<file path="src/verilog/irf_cfg.svh">
// Register offsets, field positions and reset values of the request/error block.
`ifndef IRF_CFG_SVH
`define IRF_CFG_SVH
`define IRF_ADDR_W        6
`define IRF_OFF_COMMAND   6'h01
`define IRF_OFF_COM_EN    6'h02
`define IRF_OFF_MISC_EN   6'h03
`define IRF_OFF_COM_REQ   6'h04
`define IRF_OFF_MISC_REQ  6'h05
`define IRF_OFF_ERR       6'h06
`define IRF_OFF_RX_MODE   6'h13
`define IRF_SET_SEL_BIT   7
`define IRF_COM_TX        6
`define IRF_COM_RX        5
`define IRF_COM_IDLE      4
`define IRF_COM_HI        3
`define IRF_COM_LO        2
`define IRF_COM_ERR       1
`define IRF_COM_TIMER     0
`define IRF_MISC_EXT      4
`define IRF_MISC_CRC      2
`define IRF_ERR_WR        7
`define IRF_ERR_TEMP      6
`define IRF_ERR_OVFL      4
`define IRF_ERR_COLL      3
`define IRF_ERR_CRC       2
`define IRF_ERR_PAR       1
`define IRF_ERR_PROT      0
`define IRF_COM_MASK      8'h7F
`define IRF_MISC_MASK     8'h14
`define IRF_MISC_EN_MASK  8'h94
`define IRF_ERR_MASK      8'hDF
`define IRF_ERR_KEEP      8'h40
`define IRF_COM_RST       8'h14
`define IRF_MISC_RST      8'h00
`define IRF_ERR_RST       8'h00
`define IRF_COM_EN_RST    8'h80
`define IRF_MISC_EN_RST   8'h00
`define IRF_RXMODE_RST    8'h00
`define IRF_RXMODE_CRCEN  7
`define IRF_RXMODE_NOERR  3
`define IRF_EN_INV_BIT    7
`endif

</file>
<file path="src/verilog/irf_pkg.sv">
// Types shared by the request/error block.
package irf_pkg;
  typedef enum logic [1:0] {
    IRF_CMD_IDLE   = 2'b00,
    IRF_CMD_RUN    = 2'b01,
    IRF_CMD_UNKNWN = 2'b10
  } irf_cmd_e;
  typedef logic [7:0] irf_byte_t;
endpackage

</file>
<file path="src/verilog/irf_setclr.sv">
// Set/clear-select request register with hardware event inputs.
`timescale 1ns/10ps
`include "irf_cfg.svh"
module irf_setclr (
  // Clock and reset
  input  wire logic       clk_sys_in,
  input  wire logic       sys_rst_in,
  input  wire logic       clk_en_in,
  // Configuration
  input  wire logic [7:0] reset_val_in,
  input  wire logic [7:0] valid_mask_in,
  // Software write
  input  wire logic       wr_in,
  input  wire logic [7:0] wdata_in,
  // Hardware events
  input  wire logic [7:0] event_in,
  // Flags
  output logic      [7:0] flags_out
);
  logic [7:0] flags_r;
  logic [7:0] flags_nxt;
  logic       rst_seen_r;
  logic       rst_seen_nxt;
  logic [7:0] sw_bits;

  always_comb begin
    sw_bits      = wdata_in & valid_mask_in;
    flags_nxt    = flags_r;
    rst_seen_nxt = 1'b1;
    if (!rst_seen_r) begin
      flags_nxt = reset_val_in & valid_mask_in;
    end else if (wr_in) begin
      if (wdata_in[`IRF_SET_SEL_BIT]) begin
        flags_nxt = flags_r | sw_bits;
      end else begin
        flags_nxt = flags_r & ~sw_bits;
      end
    end
    flags_nxt = flags_nxt | (event_in & valid_mask_in & {8{rst_seen_r}});
  end

  always_ff @(posedge clk_sys_in or posedge sys_rst_in) begin
    if (sys_rst_in) begin
      flags_r    <= 8'h00;
      rst_seen_r <= 1'b0;
    end else if (clk_en_in) begin
      flags_r    <= flags_nxt;
      rst_seen_r <= rst_seen_nxt;
    end
  end

  assign flags_out = rst_seen_r ? flags_r : (reset_val_in & valid_mask_in);
endmodule

</file>
<file path="src/verilog/irf_edge.sv">
// Rising/falling edge detector for the external input and alert levels.
`timescale 1ns/10ps
module irf_edge (
  // Clock and reset
  input  wire logic       clk_sys_in,
  input  wire logic       sys_rst_in,
  input  wire logic       clk_en_in,
  // Levels
  input  wire logic [2:0] level_in,
  // Edges
  output logic      [2:0] rise_out,
  output logic      [2:0] fall_out
);
  logic [2:0] prev_r;
  logic [2:0] prev_nxt;
  logic       armed_r;
  logic       armed_nxt;

  always_comb begin
    prev_nxt  = level_in;
    armed_nxt = 1'b1;
  end

  always_ff @(posedge clk_sys_in or posedge sys_rst_in) begin
    if (sys_rst_in) begin
      prev_r  <= 3'h0;
      armed_r <= 1'b0;
    end else if (clk_en_in) begin
      prev_r  <= prev_nxt;
      armed_r <= armed_nxt;
    end
  end

  assign rise_out = level_in & ~prev_r & {3{armed_r}};
  assign fall_out = ~level_in & prev_r & {3{armed_r}};
endmodule

</file>
<file path="src/verilog/irf_top.sv">
// Interrupt request latching and error flag block with register port.
`timescale 1ns/10ps
`include "irf_cfg.svh"
// Operation
// - Common request write: bit 7 high sets, low clears ones.
// - Miscellaneous request write uses the same set/clear scheme.
// - Transmit request set when the last frame bit is sent.
// - Receive request on valid end; with no-error option only if FIFO data.
// - Idle request when command ends or unknown command reverts to idle.
// - Host writing the idle command does not set the idle request.
// - High-alert request latches on status rising, held until cleared.
// - Low-alert request latches on status rising, held until cleared.
// - Error request set whenever any error flag is set.
// - Timer request set when timer decrements to zero.
// - External input request set on either input edge.
// - CRC-done request when checksum command active and data processed.
// - Write misuse flag on host FIFO write in authentication or rx gap.
// - Overheat sets overtemperature flag and switches antenna drivers off.
// - Overflow flag on any FIFO write while full.
// - Collision flag at 106 kBd only; cleared at receiver start.
// - Checksum fail flag when rx check enabled; cleared at receiver start.
// - Parity flag at 106 kBd type A; cleared at receiver start.
// - Frame-start flag at 106 kBd; cleared at receiver start.
// - Wrong byte count during authentication sets frame-start flag.
// - Command start clears errors except overtemperature; never software-set.
// - Common request resets to 14h, error flags to 00h.
// - Summary interrupt from enabled requests; invert selects pin polarity.
module irf_top (
  // Clock, reset, enable
  input  wire logic       clk_sys_in,
  input  wire logic       sys_rst_in,
  input  wire logic       clk_en_in,
  // Register port
  input  wire logic [5:0] reg_addr_in,
  input  wire logic [7:0] reg_wdata_in,
  input  wire logic       reg_wr_in,
  input  wire logic       reg_rd_in,
  output logic      [7:0] reg_rdata_out,
  // Command engine
  input  wire logic       cmd_done_in,
  input  wire logic       cmd_auth_active_in,
  input  wire logic       cmd_calc_active_in,
  input  wire logic       calc_all_processed_in,
  // Transmitter and receiver
  input  wire logic       tx_last_bit_sent_in,
  input  wire logic       rx_valid_end_in,
  input  wire logic       rx_start_in,
  input  wire logic       rx_gap_active_in,
  input  wire logic       rx_rate_106_in,
  input  wire logic       rx_type_a_in,
  input  wire logic       bit_collision_in,
  input  wire logic       rx_checksum_bad_in,
  input  wire logic       parity_bad_in,
  input  wire logic       frame_start_bad_in,
  input  wire logic       auth_byte_count_bad_in,
  // FIFO, timer, sensors
  input  wire logic       fifo_not_empty_in,
  input  wire logic       fifo_full_in,
  input  wire logic       fifo_host_wr_in,
  input  wire logic       fifo_int_wr_in,
  input  wire logic       fifo_high_status_in,
  input  wire logic       fifo_low_status_in,
  input  wire logic       timer_zero_in,
  input  wire logic       overheat_in,
  input  wire logic       contactless_ext_input_in,
  // Outputs
  output logic      [3:0] command_code_out,
  output logic            cmd_start_out,
  output logic            antenna_off_out,
  output logic            irq_summary_out,
  output logic            irq_pin_out
);
  // ----------------------------------------------------------------------
  // Address decode
  // ----------------------------------------------------------------------
  function automatic logic hit(input logic [5:0] a, input logic [5:0] off);
    hit = (a == off);
  endfunction

  logic wr_cmd;
  logic wr_com_en;
  logic wr_misc_en;
  logic wr_com_req;
  logic wr_misc_req;
  logic wr_rx_mode;

  assign wr_cmd      = reg_wr_in & hit(reg_addr_in, `IRF_OFF_COMMAND);
  assign wr_com_en   = reg_wr_in & hit(reg_addr_in, `IRF_OFF_COM_EN);
  assign wr_misc_en  = reg_wr_in & hit(reg_addr_in, `IRF_OFF_MISC_EN);
  assign wr_com_req  = reg_wr_in & hit(reg_addr_in, `IRF_OFF_COM_REQ);
  assign wr_misc_req = reg_wr_in & hit(reg_addr_in, `IRF_OFF_MISC_REQ);
  assign wr_rx_mode  = reg_wr_in & hit(reg_addr_in, `IRF_OFF_RX_MODE);

  // ----------------------------------------------------------------------
  // Control registers and command tracking
  // ----------------------------------------------------------------------
  irf_pkg::irf_cmd_e cmd_st_r;
  irf_pkg::irf_cmd_e cmd_st_nxt;
  logic [3:0]        cmd_code_r;
  logic [3:0]        cmd_code_nxt;
  logic [7:0]        com_en_r;
  logic [7:0]        com_en_nxt;
  logic [7:0]        misc_en_r;
  logic [7:0]        misc_en_nxt;
  logic [7:0]        rx_mode_r;
  logic [7:0]        rx_mode_nxt;
  logic              idle_evt;
  logic              start_evt;

  function automatic logic known_cmd(input logic [3:0] c);
    case (c)
      4'h0, 4'h1, 4'h2, 4'h3, 4'h4, 4'h7, 4'h8, 4'hC, 4'hE, 4'hF:
        known_cmd = 1'b1;
      default:
        known_cmd = 1'b0;
    endcase
  endfunction

  always_comb begin
    cmd_st_nxt   = cmd_st_r;
    cmd_code_nxt = cmd_code_r;
    com_en_nxt   = com_en_r;
    misc_en_nxt  = misc_en_r;
    rx_mode_nxt  = rx_mode_r;
    idle_evt     = 1'b0;
    start_evt    = 1'b0;
    if (wr_com_en) begin
      com_en_nxt = reg_wdata_in;
    end
    if (wr_misc_en) begin
      misc_en_nxt = reg_wdata_in & `IRF_MISC_EN_MASK;
    end
    if (wr_rx_mode) begin
      rx_mode_nxt = reg_wdata_in;
    end
    case (cmd_st_r)
      irf_pkg::IRF_CMD_IDLE: begin
        if (wr_cmd && reg_wdata_in[3:0] != 4'h0) begin
          start_evt = 1'b1;
          if (known_cmd(reg_wdata_in[3:0])) begin
            cmd_code_nxt = reg_wdata_in[3:0];
            cmd_st_nxt   = irf_pkg::IRF_CMD_RUN;
          end else begin
            cmd_st_nxt   = irf_pkg::IRF_CMD_UNKNWN;
          end
        end
      end
      irf_pkg::IRF_CMD_RUN: begin
        if (wr_cmd && reg_wdata_in[3:0] == 4'h0) begin
          cmd_code_nxt = 4'h0;
          cmd_st_nxt   = irf_pkg::IRF_CMD_IDLE;
        end else if (cmd_done_in) begin
          cmd_code_nxt = 4'h0;
          idle_evt     = 1'b1;
          cmd_st_nxt   = irf_pkg::IRF_CMD_IDLE;
        end
      end
      irf_pkg::IRF_CMD_UNKNWN: begin
        cmd_code_nxt = 4'h0;
        idle_evt     = 1'b1;
        cmd_st_nxt   = irf_pkg::IRF_CMD_IDLE;
      end
      default: begin
        cmd_st_nxt = irf_pkg::IRF_CMD_IDLE;
      end
    endcase
  end

  always_ff @(posedge clk_sys_in or posedge sys_rst_in) begin
    if (sys_rst_in) begin
      cmd_st_r   <= irf_pkg::IRF_CMD_IDLE;
      cmd_code_r <= 4'h0;
      com_en_r   <= `IRF_COM_EN_RST;
      misc_en_r  <= `IRF_MISC_EN_RST;
      rx_mode_r  <= `IRF_RXMODE_RST;
    end else if (clk_en_in) begin
      cmd_st_r   <= cmd_st_nxt;
      cmd_code_r <= cmd_code_nxt;
      com_en_r   <= com_en_nxt;
      misc_en_r  <= misc_en_nxt;
      rx_mode_r  <= rx_mode_nxt;
    end
  end

  // ----------------------------------------------------------------------
  // Edge detection
  // ----------------------------------------------------------------------
  logic [2:0] rise;
  logic [2:0] fall;

  irf_edge u_edge (
    .clk_sys_in (clk_sys_in),
    .sys_rst_in (sys_rst_in),
    .clk_en_in  (clk_en_in),
    .level_in   ({contactless_ext_input_in, fifo_high_status_in,
                  fifo_low_status_in}),
    .rise_out   (rise),
    .fall_out   (fall)
  );

  // ----------------------------------------------------------------------
  // Error flags
  // ----------------------------------------------------------------------
  logic [7:0] err_r;
  logic [7:0] err_nxt;
  logic [7:0] err_set;

  always_comb begin
    err_set = 8'h00;
    err_set[`IRF_ERR_WR] = fifo_host_wr_in &
                           (cmd_auth_active_in | rx_gap_active_in);
    err_set[`IRF_ERR_TEMP] = overheat_in;
    err_set[`IRF_ERR_OVFL] = fifo_full_in &
                             (fifo_host_wr_in | fifo_int_wr_in);
    err_set[`IRF_ERR_COLL] = bit_collision_in & rx_rate_106_in;
    err_set[`IRF_ERR_CRC]  = rx_checksum_bad_in &
                             rx_mode_r[`IRF_RXMODE_CRCEN];
    err_set[`IRF_ERR_PAR]  = parity_bad_in & rx_rate_106_in &
                             rx_type_a_in;
    err_set[`IRF_ERR_PROT] = (frame_start_bad_in & rx_rate_106_in) |
                             (auth_byte_count_bad_in &
                              cmd_auth_active_in);
    err_nxt = err_r;
    if (start_evt) begin
      err_nxt = err_r & `IRF_ERR_KEEP;
    end
    if (rx_start_in) begin
      err_nxt[`IRF_ERR_COLL] = 1'b0;
      err_nxt[`IRF_ERR_CRC]  = 1'b0;
      err_nxt[`IRF_ERR_PAR]  = 1'b0;
      err_nxt[`IRF_ERR_PROT] = 1'b0;
    end
    err_nxt = (err_nxt | err_set) & `IRF_ERR_MASK;
    if (!rx_rate_106_in) begin
      err_nxt[`IRF_ERR_COLL] = 1'b0;
    end
    err_nxt[`IRF_ERR_TEMP] = err_r[`IRF_ERR_TEMP] | overheat_in;
  end

  always_ff @(posedge clk_sys_in or posedge sys_rst_in) begin
    if (sys_rst_in) begin
      err_r <= `IRF_ERR_RST;
    end else if (clk_en_in) begin
      err_r <= err_nxt;
    end
  end

  // ----------------------------------------------------------------------
  // Request registers
  // ----------------------------------------------------------------------
  logic [7:0] com_evt;
  logic [7:0] misc_evt;
  logic [7:0] com_flags;
  logic [7:0] misc_flags;

  always_comb begin
    com_evt = 8'h00;
    com_evt[`IRF_COM_TX]    = tx_last_bit_sent_in;
    com_evt[`IRF_COM_RX]    = rx_valid_end_in &
                              (~rx_mode_r[`IRF_RXMODE_NOERR] |
                               fifo_not_empty_in);
    com_evt[`IRF_COM_IDLE]  = idle_evt;
    com_evt[`IRF_COM_HI]    = rise[1];
    com_evt[`IRF_COM_LO]    = rise[0];
    com_evt[`IRF_COM_ERR]   = |err_r;
    com_evt[`IRF_COM_TIMER] = timer_zero_in;
    misc_evt = 8'h00;
    misc_evt[`IRF_MISC_EXT] = rise[2] | fall[2];
    misc_evt[`IRF_MISC_CRC] = cmd_calc_active_in &
                              calc_all_processed_in;
  end

  irf_setclr u_com_req (
    .clk_sys_in    (clk_sys_in),
    .sys_rst_in    (sys_rst_in),
    .clk_en_in     (clk_en_in),
    .reset_val_in  (`IRF_COM_RST),
    .valid_mask_in (`IRF_COM_MASK),
    .wr_in         (wr_com_req),
    .wdata_in      (reg_wdata_in),
    .event_in      (com_evt),
    .flags_out     (com_flags)
  );

  irf_setclr u_misc_req (
    .clk_sys_in    (clk_sys_in),
    .sys_rst_in    (sys_rst_in),
    .clk_en_in     (clk_en_in),
    .reset_val_in  (`IRF_MISC_RST),
    .valid_mask_in (`IRF_MISC_MASK),
    .wr_in         (wr_misc_req),
    .wdata_in      (reg_wdata_in),
    .event_in      (misc_evt),
    .flags_out     (misc_flags)
  );

  // ----------------------------------------------------------------------
  // Read port and outputs
  // ----------------------------------------------------------------------
  logic [7:0] rdata_r;
  logic [7:0] rdata_nxt;
  logic       irq_r;
  logic       irq_nxt;

  always_comb begin
    rdata_nxt = rdata_r;
    irq_nxt   = |(com_flags & com_en_r & `IRF_COM_MASK) |
                |(misc_flags & misc_en_r & `IRF_MISC_MASK);
    if (reg_rd_in) begin
      case (reg_addr_in)
        `IRF_OFF_COMMAND:  rdata_nxt = {4'h0, cmd_code_r};
        `IRF_OFF_COM_EN:   rdata_nxt = com_en_r;
        `IRF_OFF_MISC_EN:  rdata_nxt = misc_en_r;
        `IRF_OFF_COM_REQ:  rdata_nxt = com_flags & `IRF_COM_MASK;
        `IRF_OFF_MISC_REQ: rdata_nxt = misc_flags & `IRF_MISC_MASK;
        `IRF_OFF_ERR:      rdata_nxt = err_r;
        `IRF_OFF_RX_MODE:  rdata_nxt = rx_mode_r;
        default:           rdata_nxt = 8'h00;
      endcase
    end
  end

  always_ff @(posedge clk_sys_in or posedge sys_rst_in) begin
    if (sys_rst_in) begin
      rdata_r <= 8'h00;
      irq_r   <= 1'b0;
    end else if (clk_en_in) begin
      rdata_r <= rdata_nxt;
      irq_r   <= irq_nxt;
    end
  end

  assign reg_rdata_out    = rdata_r;
  assign command_code_out = cmd_code_r;
  assign cmd_start_out    = start_evt;
  assign antenna_off_out  = err_r[`IRF_ERR_TEMP];
  assign irq_summary_out  = irq_r;
  assign irq_pin_out      = irq_r ^ com_en_r[`IRF_EN_INV_BIT];
endmodule

</file>
<file path="config.mk">
export PLATFORM = sky130hd
export DESIGN_NAME = irf_top
export DESIGN_NICKNAME = d
export VERILOG_FILES = /design/src/verilog/irf_pkg.sv /design/src/verilog/irf_setclr.sv /design/src/verilog/irf_edge.sv /design/src/verilog/irf_top.sv
export VERILOG_INCLUDE_DIRS = /design/src /design/src/verilog
export SDC_FILE = /design/constraint.sdc
export NUM_CORES = 1
export LEC_CHECK = 0
export ABC_AREA = 1
export BUFFER_PORTS_ARGS = -buffer_cell sky130_fd_sc_hd__buf_2
export CAP_MARGIN = 20
export CORE_UTILIZATION = 50
export DETAILED_ROUTE_END_ITERATION = 7
export GPL_TIMING_DRIVEN = 1
export PLACE_DENSITY = 0.76
export SLEW_MARGIN = 25
export SYNTH_ARGS = -nofsm -noshare
export SYNTH_HDL_FRONTEND = slang
export SYNTH_SLANG_ARGS = --single-unit
</file>
<file path="constraint.sdc">
create_clock -name clk_sys_in -period 1.29 [get_ports clk_sys_in]
set_clock_uncertainty 0.05 [all_clocks]
set_input_delay 0 -clock clk_sys_in [delete_from_list [all_inputs] [get_ports clk_sys_in]]
set_output_delay 0 -clock clk_sys_in [all_outputs]
set_load 0.05 [all_outputs]
</file>
==> results of run 1 <==
[layout make-up]
class                           count  area share [%]
Clock inverter                      1           0.120
Timing Repair Buffer              117            20.0
Multi-Input combinational cell    295            38.4
Clock buffer                        7            2.08
Sequential cell                    54            32.5
Tap cell                           75            2.26
Inverter                           49            4.52
[registers in the layout, summed over array words and instances (netlist names)]
signal	count
irq_summary_out	1
com_en_r	8
misc_en_r	3
err_r	7
u_com_req.rst_seen_r	1
command_code_out	4
u_edge.prev_r	3
u_misc_req.flags_r	2
reg_rdata_out	8
cmd_st_r	2
rx_mode_r	8
u_com_req.flags_r	7
[worst max-delay path, stage by stage (launching register included)]
cell     delay, ns
dfrtp_1       0.39
inv_2         0.08
ha_4          0.19
nand4_4       0.14
inv_2         0.10
buf_8         0.14
[power breakdown]
| group | total (uW) | internal (uW) | switching, uW | leakage [uW] |
|---|---|---|---|---|
| logic | 1800 | 718 | 1080 | 0.00145 |
| clock network | 999 | 435 | 565 | 0.0000482 |
| registers | 2080 | 1900 | 179 | 0.000677 |
| total | 4870 | 3050 | 1820 | 0.00218 |
[metal layers]
| layer | vias to the layer above | routed length, um | GRT usage, % |
|---|---|---|---|
| li1 | 1538 | - | - |
| met1 | 1457 | 3870 | 36.2 |
| met2 | 99 | 4070 | 50.9 |
| met3 | 17 | 434 | 5.34 |
| met4 | 0 | 165 | 9.11 |
| met5 | - | 0 | 0 |
[worst max-delay path by stage]
stage	end	slack [ns]	cells after the start
6_report	cmd_start_out	-0.13	5
5_1_grt	cmd_start_out	-0.18	5
4_1_cts	cmd_start_out	-0.09	5
3_5_place_dp	err_r[1]	-0.07	5
3_3_place_gp	command_code_out[1]	-0.007	8
2_1_floorplan	command_code_out[0]	0.001	7
[per-stage QoR]
stage | TNS, ns | instance area, um^2
CTS | -0.473 | 4030
floorplan | 0 | 3080
detailed placement | -0.416 | 3650
finish | -0.696 | 4160
global route | -1.68 | 4160
global placement | -0.0271 | 3650
[what timing repair did]
| item | 4_1_cts | 5_1_grt |
|---|---|---|
| gates resized for setup | 8 | 27 |
| cloned | 0 | 0 |
| setup buffers | 3 | 3 |
| pin swaps | 2 | 11 |
| hold endpoints to repair | 37 | 0 |
| hold buffers | 24 | 0 |
| setup endpoints to repair | 14 | 18 |
[logic make-up after synthesis]
group                      Yosys count  synth area share (%)
AOI/OAI and AO/OA                   64                  12.4
adders and majority gates            4                  1.64
and+or+nand+nor                    225                  33.6
xor gates and xnor gates             2                 0.573
buffers and inverters               57                  7.53
DFF                                 54                  44.2
[placed cells by master, fill, tap and decap left out, types with 6 or more instances in the layout]
master / n
nand2_2: 13
nand3_1: 24
o21ai_1: 10
nor2_1: 20
buf_4: 31
dfrtp_1: 53
o21ai_2: 8
inv_2: 7
buf_2: 56
dlygate4sd3_1: 24
o21ai_0: 31
clkbuf_8: 6
inv_1: 41
nand2_1: 136
nand4_1: 9
==> results.md, run 1 <==
- Status: finished, violations left
- Violated checks: negative hold slack, negative setup slack
- Share of the synthesized area in the top cell type: ~43%
- Vias in the first global route: about 3100
- Share of cells above drive strength 1: approximately 29%
- Finished Layout Cells: around 600
- Register area: approximately 1400 um^2
- Clock root buffer: clkbuf_8
- Antenna violations before repair: 0
- Post-synth design cell area: 3060 um^2
- Core Util, Final: a little over two thirds
- Num CTS Buffers: 5
- Area of the die: about 6400 um^2
- Syn Nets: 453
- Largest net degree at the start of global routing: 23
- Reg2reg end: command_code_out[3]
- Setup WS post-layout: -0.125 ns
- Wire per inst: roughly 14 um
- Critical Path End Type: output pin
- Hpwl dp: 6160 um
- CTS tree: built
- Fin nets: 569
- Max cap viols: 0
- CP required: 1.24 ns
- Final hold violation count: 1
- Clk_lat worst skew: 0.32 ns
- IO Count: about 60
- Placement Setup Slack: -0.0717 ns
- Global Route Usage Sum: around 29%
- Final setup viols: 12
- H-tree depth: 2
- Core area: about 5900 um^2
- Synth-to-layout area growth: 35.9%
- Multi-input gate area: between 1500 and 2000 um^2
- Synthesized area per cell: roughly 7.5 um^2
- Syn. warnings: 0
- Post-Route WL: approximately 8500 um
- Worst hold-check path type: primary input to register
- Hold Crit Endpoint: rx_mode_r[4]
- Slew headroom: between 60% and 70%
- DR iter-0 viols: approximately 190
- Initial Util: between 50% and 60%
- Final ANT Viol Nets: 0
- RR Startpoint: cmd_st_r[0]
- Global placement routability congestion: 0.860
- RSZ-0062 raised after global routing: yes
- Max FO, Critical Path: 5
- Synthesized flop and latch total: 54
- Most common cell in the netlist: nand2_1
- Final slew viol count: 0
- Maximum clock rate: approximately 710 MHz
- Placed Cells: 560
- Power per cell area: around 1200 nW/um^2
- DIE HEIGHT: between 80 and 90 um
- First-pass GRT wire length: between 10000 and 15000 um
- Min-delay src: reg_wdata_in[4]
- Mapped Cells: roughly 410
- Input/output buffers: just under 60
- Vias per cell: approximately 5.2
- Worst hold slack: -0.00157 ns
- Worst Path Class, Setup: register to output pin
- Leakage: ~0.0022 uW
- Unique masters post-synth: 42
- Crit path DAT: around 1.4 ns
- FFs w/ async S/R, synth: 100%
- Critical path origin: cmd_st_r[0]
- DRC Markers: 0
- Die Wd: about 80 um
- Worst-path clk slew: around 0.09 ns
- First-pass DRT Iterations: 5
- Peak supply drop: around 0.0015 V
- Global route overflow: 0
- Top post-synthesis cells by count: nand2_1, dfrtp_1, inv_1
- Final Power: around 5000 uW
- Area contributors post-synth: dfrtp_1, nand2_1, inv_1
- Clk sink count: 54
- Largest area contributor in the netlist: dfrtp_1
- Synth Flop Type: dfrtp_1
- Filler Cells Inserted: 480
- R2R cell count: 8
- Number of synthesized flops with an enable pin: 0
- Row count: 28
- Diodes inserted: 0
- Via count: around 3100
- CTS Buffer Depth: 2
- Worst-Margin Slew: about 0.52 ns
- Tcrit/Tclk final: 110%
- CP startpoint kind: register
- Hold depth: 3
- Fin crit period: between 1 and 1.5 ns
- Register-to-Register Setup Slack: -0.08 ns
- Register area share after synthesis: ~44%
Power figures use the tool's default switching activity.
==> run 2, diff against run 1 <==
--- a/config.mk
+++ b/config.mk
@@ -12,7 +12,9 @@
 export CORE_UTILIZATION = 50
 export DETAILED_ROUTE_END_ITERATION = 7
 export GPL_TIMING_DRIVEN = 1
+export HOLD_SLACK_MARGIN = 0.12
 export PLACE_DENSITY = 0.76
+export SETUP_SLACK_MARGIN = 0.4
 export SLEW_MARGIN = 25
 export SYNTH_ARGS = -nofsm -noshare
 export SYNTH_HDL_FRONTEND = slang
==> run 2 against run 1 <==
Compared with the run above:
- the flow still finishes with violations (negative hold slack, negative setup slack)
- utilization rose by 13 points
- sequential share of layout area fell by 4.8 points
- worst setup slack got worse by 0.012 ns
- largest cell class unchanged
- largest power group is now combinational logic
==> results.md, run 2 (synthesized netlist as in run 1, its figures left out) <==
- Status: finished, violations left
- Violated checks: negative hold slack, negative setup slack
- Diodes inserted: 0 (unchanged)
- Post-Route WL: 11000 um (+29%)
- Initial Util: 51.6% (unchanged)
- Share of cells above drive strength 1: 39.5% (+10 points)
- Core area: 5920 um^2 (unchanged)
- Worst hold-check path type: primary input to register
- DR iter-0 viols: 320 (+73%)
- Vias per cell: 5.66 (+8.9%)
- Peak supply drop: 0.000928 V (-37%)
- Tcrit/Tclk final: 111% (+0.95 points)
- Final hold violation count: 1 (unchanged)
- Placement Setup Slack: -0.0582 ns (+0.0136 ns)
- Worst hold slack: -0.0329 ns (-0.0313 ns)
- Register-to-Register Setup Slack: -0.13 ns (-0.05 ns)
- Commonest cells after routing, fill and taps aside: nand2_1, dfrtp_1, dlygate4sd3_1, buf_2, inv_1
- Input/output buffers: 58 (unchanged)
- Fin nets: 600 (+5.4%)
- Final Power: 5580 uW (+14%)
- Row count: 28 (unchanged)
- M1 WL: 4120 um (+6.6%)
- Critical Path End Type: output pin
- Met2 WL post-DR: 5510 um (+35%)
- Setup WS post-layout: -0.138 ns (-0.0123 ns)
- RSZ-0062 raised after global routing: yes
- Clock root buffer: clkbuf_8
- Worst-Margin Slew: 0.473 ns (-0.0446 ns)
- Clk_lat worst skew: 0.32 ns (about the same)
- Crit path DAT: 1.38 ns (about the same)
- DIE HEIGHT: 80.2 um (unchanged)
- Reg2reg end: err_r[0]
- Synth-to-layout area growth: 60.4%
- First-pass DRT Iterations: 5 (unchanged)
- Max FO, Critical Path: 4 (-1)
- Worst Path Class, Setup: register to output pin
- First-pass GRT wire length: 15900 um (+13%)
- Hold Crit Endpoint: err_r[3]
- Worst Path Buf+Inv: 3 (unchanged)
- Setup TNS: -1.44 ns (-0.743 ns)
- IO Count: 59 (unchanged)
- CTS tree: built
- Highest layer used for signal routing: met4
- Min-delay src: rx_rate_106_in
- R2R cell count: 6 (-2)
- RR Startpoint: cmd_st_r[1]
- Clk sink count: 54 (unchanged)
- CP startpoint kind: register
- Wire per inst: 17.4 um (+22%)
- Worst-path clk slew: 0.11 ns (+0.02 ns)
- H-tree depth: 2 (unchanged)
- Crit-path max cell delay: 0.41 ns (+0.02 ns)
- Core Util, Final: 82.9% (+13 points)
- Antenna violations before repair: 0 (unchanged)
- Leading cell type in the layout, fill and taps excluded: nand2_1
- Hold depth: 3 (unchanged)
- Hpwl dp: 5890 um (-4.3%)
- Slew headroom: 68.4% (+3.0 points)
- Maximum clock rate: 700 MHz (-0.86%)
- CP required: 1.24 ns (about the same)
- Num CTS Buffers: 5 (unchanged)
- WL met3: 882 um (+100%)
- Final setup viols: 18 (+6)
- CP max stage cell: dfrtp_1
- Via count: 3563 (+15%)
- Largest net degree at the start of global routing: 55 (+140%)
- Die Wd: 80.2 um (unchanged)
- Global Route Usage Sum: 32.9% (+3.8 points)
- Area of the die: 6430 um^2 (unchanged)
- Crit path max-delay family: flip-flops
- Fin crit period: 1.43 ns (+0.0123 ns)
- Final ANT Viol Nets: 0 (unchanged)
- Leakage: 0.00241 uW (+11%)
- CTS Buffer Depth: 2 (unchanged)
- Vias in the first global route: 3467 (+12%)
- Final slew viol count: 0 (unchanged)
- Power per cell area: 1140 nW/um^2 (-3.0%)
- Global placement routability congestion: 0.852 (-0.94%)
- Critical path, cell by cell: inv_2 > ha_4 > nand4_4 > clkinvlp_4 > buf_8
- Global route overflow: 0 (unchanged)
- DRC Markers: 0 (unchanged)
- Max cap viols: 0 (unchanged)
- Filler Cells Inserted: 310 (-35%)
run 2: cell types whose count changed in the layout (fill, tap and decap cells not counted), sizes merged:
cell         delta
clkbuf          +1
bufinv          +1
inv             -1
buf            +10
clkinv          -1
dlygate4sd3    +20
clkinvlp        +1
run 2: how the worst max path moves through the flow:
stage / endpoint / startpoint / slack, ns / depth (start not counted)
final: cmd_start_out / cmd_st_r[1] / -0.14 / 5
after global routing: cmd_start_out / cmd_st_r[1] / -0.19 / 5
after CTS: cmd_start_out / cmd_st_r[1] / -0.11 / 5
after detailed placement: command_code_out[0] / cmd_st_r[0] / -0.06 / 8
after global placement: irq_summary_out / u_com_req.rst_seen_r / -0.04 / 5
after floorplan: command_code_out[0] / cmd_st_r[0] / 0.04 / 7
run 2: per-stage QoR:
stage	instance area, um^2	std cells
3_5_place_dp	3660	547
3_3_place_gp	3660	547
2_1_floorplan	3180	406
5_1_grt	4910	629
6_report	4910	629
4_1_cts	4630	614
run 2: routing by layer:
layer / GRT usage (%) / up-vias
met3: 6.70 / 47
li1: - / 1598
met4: 13.2 / 0
met1: 38.9 / 1689
met2: 58.2 / 229
met5: 0 / -
run 2: area by class of cell:
class	instances	area, um^2	area share, %
Inverter	49	196	4.00
Tap cell	75	93.8	1.91
Clock inverter	1	30.0	0.612
Multi-Input combinational cell	295	1830	37.4
Sequential cell	54	1360	27.7
Clock buffer	7	86.3	1.76
Timing Repair Buffer	148	1310	26.6
run 2: repair_timing:
item	CTS	global route
pin swaps	25	31
setup endpoints to repair	53	68
endpoints found under the hold margin	103	13
resized for setup	87	45
gates cloned	0	0
buffers inserted	18	11
hold buffers	41	5
run 2: tightest hold or removal path: cells and delay by family:
family | cells | cell delay (ns)
AND/OR/NAND/NOR | 1 | 0.08
AO/OA/AOI/OAI | 1 | 0.10
buffers and inverters | 1 | 0.10
run 2: report_power, final:
| group | internal (uW) | switching [uW] |
|---|---|---|
| combinational | 979 | 1250 |
| clock | 634 | 586 |
| sequential | 1910 | 223 |
==> run 3, diff against run 2 <==
--- a/config.mk
+++ b/config.mk
@@ -9,11 +9,10 @@
 export ABC_AREA = 1
 export BUFFER_PORTS_ARGS = -buffer_cell sky130_fd_sc_hd__buf_2
 export CAP_MARGIN = 20
-export CORE_UTILIZATION = 50
+export CORE_UTILIZATION = 40
 export DETAILED_ROUTE_END_ITERATION = 7
 export GPL_TIMING_DRIVEN = 1
 export HOLD_SLACK_MARGIN = 0.12
-export PLACE_DENSITY = 0.76
 export SETUP_SLACK_MARGIN = 0.4
 export SLEW_MARGIN = 25
 export SYNTH_ARGS = -nofsm -noshare
==> run 3 against run 2 <==
Compared with the run above:
- the run still ends with negative hold slack, negative setup slack left
- global-route usage fell by 8.0 points
- critical path depth unchanged
- worst setup slack improved by 0.017 ns
- largest power group unchanged
==> results.md, run 3 (synthesized netlist as in run 1, its figures left out) <==
- Status: finished, violations left
- Violated checks: negative hold slack, negative setup slack
- Crit path DAT: 1.36 ns (-0.02 ns)
- Wire per inst: 14.5 um (-17%)
- Peak supply drop: 0.00112 V (+21%)
- Critical path, cell by cell: inv_2 > ha_4 > nand4_4 > clkinvlp_4 > buf_8
- Placed Cells: 585 (+6.9%)
- CTS Buffer Depth: 2 (unchanged)
- Antenna violations before repair: 0 (unchanged)
- Power per cell area: 1130 nW/um^2 (-0.91%)
- Initial Util: 41.7% (-9.9 points)
- Core area: 7330 um^2 (+24%)
- Global placement routability congestion: 0.844 (-0.99%)
- Worst hold-check path type: primary input to register
- Fin nets: 606 (+1.0%)
- Crit-path max cell delay: 0.40 ns (about the same)
- CP required: 1.24 ns (about the same)
- Placement Setup Slack: -0.0484 ns (+0.00980 ns)
- Clk sink count: 54 (unchanged)
- Leakage: 0.00244 uW (+1.1%)
- Critical Path End Type: output pin
- Slew headroom: 68.5% (+0.075 points)
- Row count: 31 (+11%)
- Final Power: 5530 uW (-0.91%)
- DIE HEIGHT: 89.4 um (+12%)
- Leading cell type in the layout, fill and taps excluded: nand2_1
- Diodes inserted: 0 (unchanged)
- Final hold violation count: 1 (unchanged)
- Filler Cells Inserted: 600 (+94%)
- Clk_lat worst skew: 0.31 ns (about the same)
- Vias per cell: 4.94 (-13%)
- CP max stage cell: dfrtp_1
- First-pass GRT wire length: 14900 um (-6.0%)
- Final slew viol count: 0 (unchanged)
- Hpwl dp: 6340 um (+7.7%)
- First-pass DRT Iterations: 5 (unchanged)
- Worst-Margin Slew: 0.472 ns (-0.00113 ns)
- Clock root buffer: clkbuf_8
- Final ANT Viol Nets: 0 (unchanged)
- Final setup viols: 13 (-5)
- DRC Markers: 0 (unchanged)
- Vias in the first global route: 3200 (-7.7%)
- Fin crit period: 1.41 ns (-0.0172 ns)
- Maximum clock rate: 709 MHz (+1.2%)
- CTS tree: built
- Post-Route WL: 9560 um (-13%)
- Tcrit/Tclk final: 109% (-1.3 points)
- Commonest cells after routing, fill and taps aside: nand2_1, dfrtp_1, buf_2, buf_4, dlygate4sd3_1
- Worst-path clk slew: 0.09 ns (-0.02 ns)
- Largest net degree at the start of global routing: 55 (unchanged)
- H-tree depth: 2 (unchanged)
- IO Count: 59 (unchanged)
- CP startpoint kind: register
- DR iter-0 viols: 141 (-56%)
- Die Wd: 89.4 um (+12%)
- Finished Layout Cells: 659 (+4.8%)
- Worst Path Class, Setup: register to output pin
- Input/output buffers: 58 (unchanged)
- Setup TNS: -0.828 ns (+0.611 ns)
- Worst hold slack: -0.0675 ns (-0.0346 ns)
- Num CTS Buffers: 5 (unchanged)
- Max FO, Critical Path: 3 (-1)
- Area of the die: 8000 um^2 (+24%)
- Global route overflow: 0 (unchanged)
- Max cap viols: 0 (unchanged)
- Synth-to-layout area growth: 60.4% (unchanged)
- Global Route Usage Sum: 24.9% (-8.0 points)
- Setup WS post-layout: -0.121 ns (+0.0172 ns)
- Share of cells above drive strength 1: 41.6% (+2.1 points)
- RSZ-0062 raised after global routing: yes
- Via count: 3254 (-8.7%)
run 3: cell types whose count changed in the layout (fill, tap and decap cells not counted), sizes merged:
cell / change
dlymetal6s4s: +3
buf: +12
dlygate4sd3: -9
run 3: per-stage QoR:
stage	hold slack [ns]	util, %	instance area, um^2
6_report	-0.0675	66.9	4910
5_1_grt	-0.0573	66.9	4910
4_1_cts	-0.0788	64.7	4740
3_5_place_dp	0.0457	51.6	3780
3_3_place_gp	0.0460	51.6	3780
2_1_floorplan	0.0172	-	3180
run 3: repair_timing:
item                                    4_1_cts  5_1_grt
setup buffers                                20        8
endpoints found under the setup margin       48       59
hold buffers                                 37        1
pin swaps                                    35       22
resized for setup                            94       33
cloned                                        0        0
endpoints found under the hold margin       105       17
run 3: power by group:
group          internal (uW)  switching [uW]
clock                    634             562
sequential              1910             194
combinational           1020            1210
total                   3570            1960
run 3: area by class of cell:
type / count / area (um^2) / share of cell area, %
well taps: 99 / 124 / 2.52
clock inverters: 1 / 30.0 / 0.612
flip-flops and latches: 54 / 1360 / 27.7
inverters: 49 / 199 / 4.06
clock buffers: 7 / 86.3 / 1.76
repair buffers: 154 / 1320 / 27.0
multi-input cells: 295 / 1780 / 36.3
run 3: worst paths after layout:
check                                   end  slack (ns)      startpoint  cells after the start
setup reg to reg                   err_r[0]       -0.09     cmd_st_r[1]                      6
min in group asynchronous  reg_rdata_out[0]        0.24      sys_rst_in                      4
hold reg to reg                rx_mode_r[0]        0.45    rx_mode_r[0]                      2
max in group asynchronous       com_en_r[7]        0.64      sys_rst_in                      4
setup / recovery              cmd_start_out       -0.12     cmd_st_r[1]                      5
hold / removal                     err_r[3]       -0.07  rx_rate_106_in                      3
run 3: worst max-delay path, delay by kind of cell (launching register included):
family                   cells  cell delay (ns)
flip-flops                   1             0.40
adder cells (fa/ha/maj)      1             0.16
AND/OR/NAND/NOR              1             0.15
buffers and inverters        3             0.34
run 3: metal layers:
metal  GRT usage [%]  wire, um
met2            43.3      4690
met3            3.60       430
met4            7.79       141
met5               0         0
met1            32.0      4310
